### config.mk
export PLATFORM = sky130hd
export DESIGN_NAME = dlfc_top
export DESIGN_NICKNAME = d
export VERILOG_FILES = /design/src/rtl/dlfc_top.v /design/src/rtl/dlfc_sync.v
export VERILOG_INCLUDE_DIRS = /design/src /design/src/rtl
export SDC_FILE = /design/constraint.sdc
export NUM_CORES = 1
export LEC_CHECK = 0
export BUFFER_PORTS_ARGS = -buffer_cell sky130_fd_sc_hd__buf_2
export CAP_MARGIN = 15
export CORE_ASPECT_RATIO = 2
export CORE_MARGIN = 2
export CORE_UTILIZATION = 40
export DETAILED_ROUTE_END_ITERATION = 10
export PLACE_DENSITY = 0.68
export SLEW_MARGIN = 20
export SYNTH_ARGS = -nofsm -noshare
export SYNTH_HDL_FRONTEND = slang
export SYNTH_SLANG_ARGS = --single-unit
### constraint.sdc
create_clock -name sys_clk_i -period 5.8 [get_ports sys_clk_i]
set_input_delay 1.16 -clock sys_clk_i [delete_from_list [all_inputs] [get_ports sys_clk_i]]
set_output_delay 1.16 -clock sys_clk_i [all_outputs]
set_load 0.02 [all_outputs]
### src/rtl/dlfc_map.vh
`ifndef DLFC_MAP_VH
`define DLFC_MAP_VH
// register addresses (4-bit)
`define DLFC_ADDR_MODE      4'h0
`define DLFC_ADDR_BUSCTL    4'h4
`define DLFC_ADDR_BUSSTAT   4'h5
`define DLFC_ADDR_HIGHCTL   4'h6
`define DLFC_ADDR_LOWCTL    4'h8
`define DLFC_ADDR_LOWSTAT   4'h9
`define DLFC_ADDR_IMASK     4'he
`define DLFC_ADDR_ISRC      4'hf
// mode control fields
`define DLFC_MODE_HV_SHUTDOWN_ENABLE_BIT  3
`define DLFC_MODE_PUE_BIT   2
// bus control fields
`define DLFC_BC_DOMINANT_LEVEL_SELECT_BIT    3
`define DLFC_BC_RXO_BIT     2
`define DLFC_BC_SLEW_LSB    0
// bus status fields
`define DLFC_BS_RXS_BIT     3
`define DLFC_BS_TXD_BIT     2
`define DLFC_BS_OT_BIT      1
`define DLFC_BS_OC_BIT      0
// interrupt mask fields
`define DLFC_IM_HS_BIT      3
`define DLFC_IM_LS_BIT      2
`define DLFC_IM_LIN_BIT     1
// reset values
`define DLFC_RST_MODE       4'hc
`define DLFC_RST_BUSCTL     4'h1
`define DLFC_RST_CTL        4'h0
`define DLFC_RST_IMASK      4'h0
// slew settings
`define DLFC_SLEW_10K4      2'h0
`define DLFC_SLEW_20K       2'h1
`define DLFC_SLEW_FAST      2'h2
// operating modes
`define DLFC_MODE_NORMAL    2'h0
`define DLFC_MODE_STOP      2'h1
`define DLFC_MODE_SLEEP     2'h2
// timing
`define DLFC_CLK_HZ         100000000
`define DLFC_STUCK_MS       1000
`define DLFC_STUCK_CYC      (`DLFC_CLK_HZ / 1000 * `DLFC_STUCK_MS)
`define DLFC_WAKE_NS        50000
`define DLFC_WAKE_CYC       ((`DLFC_WAKE_NS + 9) / 10)
`endif

### src/rtl/dlfc_top.v
// Notes on behaviour
// - high voltage with enable kills high-side drivers
// - high-side stays off until control rewrite after
// - high-side may run in sleep/stop
// - each low driver has enable bit
// - enable plus mod select follows modulation pin
// - open-load flags per low driver
// - current-limit flags per low driver
// - low over-temp kills lows, latches, reports source
// - low over-temp irq only when masked in
// - lows off until control rewrite after cooling
// - high voltage kills lows, rewrite re-enables
// - lows off in sleep and stop
// - two-bit slew field, reset 20 kbit
// - pull-up enable clear disconnects pull-up in sleep/stop, threshold
// - over-current flags, sets receive-only in normal mode, irq
// - over-temp disables transmitter until cool, txd high
// - rx short disables transmitter, read clears flag
// - txd stuck dominant one second disables transmitter
// - stuck-dominant irq only when masked in
// - dominant level select bit
// - receive-only disables transmitter, set on error
// - stop-mode bus wake gives interrupt source
// - sleep-mode bus wake gives reset request
// - low control layout mod2 mod1 en2 en1
// - bus control layout dominant_level_select receive_only_bit slew
// - bus status layout short stuck ot oc
`include "dlfc_map.vh"
module dlfc_top #(
    parameter STUCK_CYC = `DLFC_STUCK_CYC,
    parameter WAKE_CYC  = `DLFC_WAKE_CYC
) (
    // clock and reset
    input  wire       sys_clk_i,
    input  wire       rst_i,
    // register write/read strobes
    input  wire       wr_i,
    input  wire       rd_i,
    input  wire [3:0] addr_i,
    input  wire [3:0] wdata_i,
    output reg  [3:0] rdata_o,
    // mode and analog conditions
    input  wire [1:0] op_mode_i,
    input  wire       high_voltage_i,
    input  wire       low_overtemp_i,
    input  wire       high_overtemp_i,
    input  wire [1:0] low_open_load_i,
    input  wire [1:0] low_current_limit_i,
    input  wire       bus_overcurrent_i,
    input  wire       bus_overtemp_i,
    input  wire       rx_short_i,
    // pins
    input  wire       direct_modulation_input_i,
    input  wire       txd_i,
    input  wire       rxd_i,
    input  wire       bus_level_i,
    // driver controls
    output reg        low_driver_one_o,
    output reg        low_driver_two_o,
    output reg        high_driver_one_o,
    output reg        high_driver_two_o,
    output reg        tx_enable_o,
    output reg  [1:0] slew_rate_field_o,
    output reg        dominant_level_select_o,
    output reg        bus_pullup_o,
    output reg        bus_wake_threshold_o,
    output reg        irq_o,
    output reg        wake_reset_o
);
    reg  [3:0]  mode_control_reg;
    reg  [3:0]  bus_control_reg;
    reg  [3:0]  high_side_control_reg;
    reg  [3:0]  low_side_control_reg;
    reg  [3:0]  interrupt_mask_reg;
    reg  [3:0]  bus_status_reg;
    reg         low_ot_latch_reg;
    reg         high_ot_latch_reg;
    reg         low_off_reg;
    reg         high_off_reg;
    reg         tx_off_reg;
    reg         lin_wake_reg;
    reg         rxd_prev_reg;
    reg         bus_prev_reg;
    reg  [31:0] stuck_cnt_reg;
    reg  [31:0] wake_cnt_reg;
    reg         wake_armed_reg;
    wire        pwm_sync;
    wire        hv_kill;
    wire        low_power;
    wire        wr_low;
    wire        wr_high;
    wire        rd_bus;
    wire        stuck_hit;
    wire        rx_toggle;
    wire        bus_rise;
    wire [3:0]  bus_status_next;
    wire [3:0]  low_stat;
    wire [3:0]  isrc;
    wire        lin_any;
    wire [3:0]  flag_set;
    wire [3:0]  flag_clr;
    wire        stop_mode;
    wire        sleep_mode;
    wire        rd_isrc;
    wire [1:0]  low_gate;
    wire [1:0]  high_gate;
    genvar      gi;

    dlfc_sync u_pwm_sync (
        .sys_clk_i (sys_clk_i),
        .rst_i     (rst_i),
        .d_i       (direct_modulation_input_i),
        .q_o       (pwm_sync)
    );

    assign hv_kill   = high_voltage_i & mode_control_reg[`DLFC_MODE_HV_SHUTDOWN_ENABLE_BIT];
    assign stop_mode  = (op_mode_i == `DLFC_MODE_STOP);
    assign sleep_mode = (op_mode_i == `DLFC_MODE_SLEEP);
    assign low_power = stop_mode | sleep_mode;
    assign wr_low    = wr_i & (addr_i == `DLFC_ADDR_LOWCTL);
    assign wr_high   = wr_i & (addr_i == `DLFC_ADDR_HIGHCTL);
    assign rd_bus    = rd_i & ((addr_i == `DLFC_ADDR_BUSSTAT) | (addr_i == `DLFC_ADDR_BUSCTL));
    assign rd_isrc   = rd_i & (addr_i == `DLFC_ADDR_ISRC);
    assign stuck_hit = (stuck_cnt_reg >= STUCK_CYC);
    assign rx_toggle = rxd_i ^ rxd_prev_reg;
    assign bus_rise  = bus_level_i & ~bus_prev_reg;
    assign lin_any   = |bus_status_reg;

    // status: per-flag set and read-clear terms
    assign flag_set[`DLFC_BS_OC_BIT]  = bus_overcurrent_i;
    assign flag_set[`DLFC_BS_OT_BIT]  = bus_overtemp_i;
    assign flag_set[`DLFC_BS_TXD_BIT] = stuck_hit;
    assign flag_set[`DLFC_BS_RXS_BIT] = rx_short_i;
    assign flag_clr[`DLFC_BS_OC_BIT]  = rd_bus;
    assign flag_clr[`DLFC_BS_OT_BIT]  = rd_bus & txd_i;
    assign flag_clr[`DLFC_BS_TXD_BIT] = rd_bus & txd_i;
    assign flag_clr[`DLFC_BS_RXS_BIT] = rd_bus;

    // hardware set wins over read clear
    generate
        for (gi = 0; gi < 4; gi = gi + 1) begin : g_flag
            assign bus_status_next[gi] = flag_set[gi] | (bus_status_reg[gi] & ~flag_clr[gi]);
        end
    endgenerate

    // thermal shutdown shows as all open-load and limit bits
    assign low_stat = low_ot_latch_reg ? 4'hf :
        {low_open_load_i[1], low_current_limit_i[1], low_open_load_i[0], low_current_limit_i[0]};
    assign isrc = {high_ot_latch_reg, low_ot_latch_reg, lin_any, lin_wake_reg};

    // per driver: enable bit, optionally gated by the synced pin
    generate
        for (gi = 0; gi < 2; gi = gi + 1) begin : g_drv
            assign low_gate[gi]  = low_side_control_reg[gi] &
                (~low_side_control_reg[gi+2] | pwm_sync);
            assign high_gate[gi] = high_side_control_reg[gi] &
                (~high_side_control_reg[gi+2] | pwm_sync);
        end
    endgenerate

    always @(posedge sys_clk_i) begin
        if (rst_i) begin
            mode_control_reg      <= `DLFC_RST_MODE;
            bus_control_reg       <= `DLFC_RST_BUSCTL;
            high_side_control_reg <= `DLFC_RST_CTL;
            low_side_control_reg  <= `DLFC_RST_CTL;
            interrupt_mask_reg    <= `DLFC_RST_IMASK;
        end else if (wr_i) begin
            case (addr_i)
                `DLFC_ADDR_MODE:    mode_control_reg      <= wdata_i;
                `DLFC_ADDR_BUSCTL:  bus_control_reg       <= wdata_i;
                `DLFC_ADDR_HIGHCTL: high_side_control_reg <= wdata_i;
                `DLFC_ADDR_LOWCTL:  low_side_control_reg  <= wdata_i;
                `DLFC_ADDR_IMASK:   interrupt_mask_reg    <= wdata_i;
                default: ;
            endcase
        end else if ((|bus_status_reg) & (op_mode_i == `DLFC_MODE_NORMAL)) begin
            bus_control_reg[`DLFC_BC_RXO_BIT] <= 1'b1;
        end
    end

    // shutdown latches: released only by control rewrite once clear
    always @(posedge sys_clk_i) begin
        if (rst_i) begin
            low_ot_latch_reg  <= 1'b0;
            high_ot_latch_reg <= 1'b0;
            low_off_reg       <= 1'b0;
            high_off_reg      <= 1'b0;
        end else begin
            if (low_overtemp_i | hv_kill) begin
                low_off_reg <= 1'b1;
            end else if (wr_low) begin
                low_off_reg <= 1'b0;
            end
            if (low_overtemp_i) begin
                low_ot_latch_reg <= 1'b1;
            end else if (wr_low) begin
                low_ot_latch_reg <= 1'b0;
            end
            if (high_overtemp_i | hv_kill) begin
                high_off_reg <= 1'b1;
            end else if (wr_high) begin
                high_off_reg <= 1'b0;
            end
            if (high_overtemp_i) begin
                high_ot_latch_reg <= 1'b1;
            end else if (wr_high) begin
                high_ot_latch_reg <= 1'b0;
            end
        end
    end

    // transmitter faults and stuck-dominant timer
    always @(posedge sys_clk_i) begin
        if (rst_i) begin
            bus_status_reg <= 4'h0;
            stuck_cnt_reg  <= 32'h0;
            tx_off_reg     <= 1'b0;
            rxd_prev_reg   <= 1'b1;
        end else begin
            bus_status_reg <= bus_status_next;
            rxd_prev_reg   <= rxd_i;
            if (txd_i) begin
                stuck_cnt_reg <= 32'h0;
            end else if (!stuck_hit) begin
                stuck_cnt_reg <= stuck_cnt_reg + 32'h1;
            end
            if (bus_overtemp_i | rx_short_i | stuck_hit) begin
                tx_off_reg <= 1'b1;
            end else if (txd_i & (rx_toggle | ~bus_status_reg[`DLFC_BS_RXS_BIT])) begin
                tx_off_reg <= 1'b0;
            end
        end
    end

    // bus wake: dominant longer than filter then rising edge
    always @(posedge sys_clk_i) begin
        if (rst_i) begin
            wake_cnt_reg   <= 32'h0;
            wake_armed_reg <= 1'b0;
            lin_wake_reg   <= 1'b0;
            bus_prev_reg   <= 1'b1;
        end else begin
            bus_prev_reg <= bus_level_i;
            if (!low_power || bus_control_reg[`DLFC_BC_RXO_BIT] || bus_level_i) begin
                wake_cnt_reg <= 32'h0;
            end else if (wake_cnt_reg < WAKE_CYC) begin
                wake_cnt_reg <= wake_cnt_reg + 32'h1;
            end else begin
                wake_armed_reg <= 1'b1;
            end
            // an arm left from an earlier low-power stay must not fire later
            if (bus_rise | ~low_power | bus_control_reg[`DLFC_BC_RXO_BIT]) begin
                wake_armed_reg <= 1'b0;
            end
            if (bus_rise & wake_armed_reg & low_power) begin
                lin_wake_reg <= 1'b1;
            end else if (rd_isrc) begin
                lin_wake_reg <= 1'b0;
            end
        end
    end

    // registered outputs
    always @(posedge sys_clk_i) begin
        if (rst_i) begin
            low_driver_one_o        <= 1'b0;
            low_driver_two_o        <= 1'b0;
            high_driver_one_o       <= 1'b0;
            high_driver_two_o       <= 1'b0;
            tx_enable_o             <= 1'b0;
            slew_rate_field_o       <= `DLFC_SLEW_20K;
            dominant_level_select_o <= 1'b0;
            bus_pullup_o            <= 1'b1;
            bus_wake_threshold_o    <= 1'b1;
            irq_o                   <= 1'b0;
            wake_reset_o            <= 1'b0;
            rdata_o                 <= 4'h0;
        end else begin
            low_driver_one_o  <= ~low_off_reg & ~low_power & low_gate[0];
            low_driver_two_o  <= ~low_off_reg & ~low_power & low_gate[1];
            high_driver_one_o <= ~high_off_reg & high_gate[0];
            high_driver_two_o <= ~high_off_reg & high_gate[1];
            tx_enable_o <= ~tx_off_reg & ~low_power & ~bus_control_reg[`DLFC_BC_RXO_BIT];
            slew_rate_field_o       <= bus_control_reg[1:0];
            dominant_level_select_o <= bus_control_reg[`DLFC_BC_DOMINANT_LEVEL_SELECT_BIT];
            bus_pullup_o <= ~low_power | mode_control_reg[`DLFC_MODE_PUE_BIT];
            bus_wake_threshold_o <= mode_control_reg[`DLFC_MODE_PUE_BIT];
            irq_o <= (low_ot_latch_reg & interrupt_mask_reg[`DLFC_IM_LS_BIT]) |
                (high_ot_latch_reg & interrupt_mask_reg[`DLFC_IM_HS_BIT]) |
                (lin_any & interrupt_mask_reg[`DLFC_IM_LIN_BIT]) |
                (lin_wake_reg & stop_mode);
            wake_reset_o <= lin_wake_reg & sleep_mode;
            case (addr_i)
                `DLFC_ADDR_BUSCTL,
                `DLFC_ADDR_BUSSTAT: rdata_o <= bus_status_reg;
                `DLFC_ADDR_LOWCTL,
                `DLFC_ADDR_LOWSTAT: rdata_o <= low_stat;
                `DLFC_ADDR_IMASK,
                `DLFC_ADDR_ISRC:    rdata_o <= isrc;
                default:            rdata_o <= 4'h0;
            endcase
        end
    end
endmodule

### src/rtl/dlfc_sync.v
module dlfc_sync (
    // clock and reset
    input  wire sys_clk_i,
    input  wire rst_i,
    // async level in, synced level out
    input  wire d_i,
    output wire q_o
);
    reg meta_reg;
    reg sync_reg;

    always @(posedge sys_clk_i) begin
        if (rst_i) begin
            meta_reg <= 1'b0;
            sync_reg <= 1'b0;
        end else begin
            meta_reg <= d_i;
            sync_reg <= meta_reg;
        end
    end

    assign q_o = sync_reg;
endmodule

==> results.cfg <==
[synthesis]
ys_top_cells_by_area = dfxtp_1 49%, nand2_1 4.3%, a21oi_1 4.2%, mux2i_1 3.9%, and2_1 3.4%
synth_cell_types = 50
synth_ff_type = dfxtp_1
synthesis.instances = 523
synth_warnings = 0
avgSynthCellArea_sq_um = 8.84
synth_xor_area_frac = 0.00568
synth_nets = 557
ys_seq_elements = 112
synth_top_family_by_area = simple AND/OR/NAND/NOR gates
synth_compound_area_frac = 0.132
synthMuxAreaShare = 0.0390
ys_async_sr_fraction = 0
yosys.area.top_type_share = 0.485
synth_simple_gate_area_share = 0.287
synth_edf_count = 0
synthAdderAreaFrac = 0.0162
syn-cell-area_sq_um = 4620
seq_area_frac_synth = 0.485
synth_area_leader_cell = dfxtp_1

[cells_and_area]
syn2layout_area_growth_pct = 13.2
antenna_cells = 0
register_area_sq_um = 2240
layout_commonest_cell = dfxtp_1
final_cell_mix = 112 x dfxtp_1, 53 x nand2_1, 43 x buf_2
multiInputGateArea_sq_um = 2230
drive_gt1_frac = 0.132
fin_cells = 697
nFillCells = 1125
nets = 584
utilization = 0.464

[cts]
cts_resized = 0
post-cts-setup-buffers = 0
clkTransAtPathRegs_ns = 0.07
tritoncts = done
cts_buffers = 9
clkSinkCount = 112
clk_latency_ns = 0.35
holdBufCountCts = 0
clockBufferDepth = 2
cts.htree.levels = 3
cts_root_buf = clkbuf_16

[timing]
rsz0062_at_grt = false
worst_slew_pin_slew_ns = 0.787
slew_headroom = 0.474
slew_viol_final = 0
finalHoldViolCount = 0
fin_crit_sh = 0.460
tns_ns = 0
timing.fmax_mhz = 375
hold_ws_ns = 0.427
finClkSkew_ns = 0.00772
period_needed_ns = 2.67
setup_viol_count_final = 0

[worst_setup_path]
ff2ff_setup_slack_ns = 3.32
required_ns = 6.07
reg2reg_depth = 5
r2r_start = stuck_cnt_reg[28]
startpoint_type = input pin
timing.rr.end = stuck_cnt_reg[15]
end_kind = register
cp_max_fo = 54
crit_slowest_cell = or3_1
critPathMaxStageDelay_ns = 0.50
cp.arrival_ns = 2.94
crit_start = rst_i
path_cells = buf_2 > buf_4 > nand2b_1 > or3_1 > or4_1 > o21ai_0
path_class = in -> reg

[floorplanning]
fp.dieW_um = 80.0
ios = 44
coreArea_sq_um = 11300
row_count = 55
die_h_um = 156
initial_core_util = 0.410
die_area_sq_um = 12500

[detailed_routing]
totalWireLength_um = 10600
drc = 0
avgRoutedWirePerCell_um = 15.3
vias = 3869
vias_per_cell = 5.55
firstDrtPassIters = 5
route.antenna.remaining_nets = 0
drt_iter0_drc = 197

[global_route]
grt_pass1_wl_um = 17500
busiest_layer = met2
grt_pass1_vias = 3833
use_met2 = 0.340
gr-usage-all-layers = 0.177
grt_max_degree = 55
grt.met3_usage = 0.0318
grtUsageMet1 = 0.179
overflow = 0
antenna_found_initial = 0

[power]
power.leakage_uw = 0.00198
clkPwrFrac = 0.425
power.switching_uw = 336
p_comb_frac = 0.046
p_int_uw = 1150
p_per_area_nw_per_um2 = 284
p_seq_frac = 0.529
vdd_ir_drop_max_uv = 170
finalPower_uw = 1490
swShare = 0.226

[min_path]
holdPathEnd = high_driver_one_o
hp-class = reg -> reg
whs_path_depth = 1
hold_start = high_side_control_reg[2]

[placement]
port_buffers = 43
dp.cells = 681
dp_hpwl_um = 7710
place.gp.congestion = 0.855

[run]
cap_violations = 0

[status]
status = completed
how the worst max path moves through the flow:
stage                      end  cells after the start
2_1_floorplan  wake_cnt_reg[5]                      7
3_5_place_dp   wake_cnt_reg[2]                      6
3_3_place_gp   wake_cnt_reg[6]                      7
4_1_cts        wake_cnt_reg[2]                      6
6_report       wake_cnt_reg[2]                      6
5_1_grt        wake_cnt_reg[2]                      6
stage by stage:
step / area, sq um / setup WS (ns)
after global placement: 4920 / 2.60
final: 5230 / 3.13
after CTS: 5230 / 3.13
after detailed placement: 4920 / 2.75
after floorplan: 4620 / 3.09
after global routing: 5230 / 2.99
routing by layer:
| metal | share of wire | vias up |
|---|---|---|
| li1 | - | 1939 |
| met1 | 0.39 | 1835 |
| met2 | 0.56 | 76 |
| met3 | 0.029 | 19 |
| met4 | 0.022 | 0 |
| met5 | 0 | - |
cell families after synthesis:
family | after synthesis
simple gates | 245
flops | 112
compound gates | 98
buf+inv | 41
mux | 18
fa+ha+maj | 6
xor+xnor | 3
cells in the mapped netlist, types with 2 or more instances:
library cell	count
a221oi_1	2
ha_1	6
a31oi_1	5
nand4b_1	2
nand2_1	53
dfxtp_1	112
nor2b_1	6
o31ai_1	4
inv_1	13
and3_1	8
or3_1	24
a211oi_1	3
a211o_1	6
nand4_1	18
nand3b_1	3
o21ai_0	23
nor2_1	38
o211ai_1	5
nand3_1	16
or2_2	6
nand2b_1	5
and2_1	25
nor3_1	3
nor4_1	14
xnor2_1	3
clkbuf_1	22
or4_1	17
a21oi_1	39
buf_2	4
mux2i_1	18
worst max-delay path, delay by kind of cell:
family | cells | cell delay, ns
AO/OA/AOI/OAI | 1 | 0.09
buffers and inverters | 2 | 0.36
AND/OR/NAND/NOR | 3 | 1.29
power by group through the flow:
stage | logic (uW) | registers (uW) | clock network [uW]
2_1_floorplan | 39.3 | 805 | 0
3_3_place_gp | 65.8 | 804 | 0
3_5_place_dp | 67.9 | 805 | 0
4_1_cts | 68.0 | 787 | 647
5_1_grt | 75.1 | 788 | 681
6_report | 68.0 | 787 | 633
cell type report:
| cell class | instances | share of cell area |
|---|---|---|
| well taps | 142 | 0.0340 |
| inverters | 13 | 0.00933 |
| flip-flops and latches | 112 | 0.429 |
| clock inverters | 6 | 0.0129 |
| clock buffers | 10 | 0.0457 |
| multi-input cells | 370 | 0.427 |
| repair buffers | 44 | 0.0426 |
(Power assumes the default switching activity.)
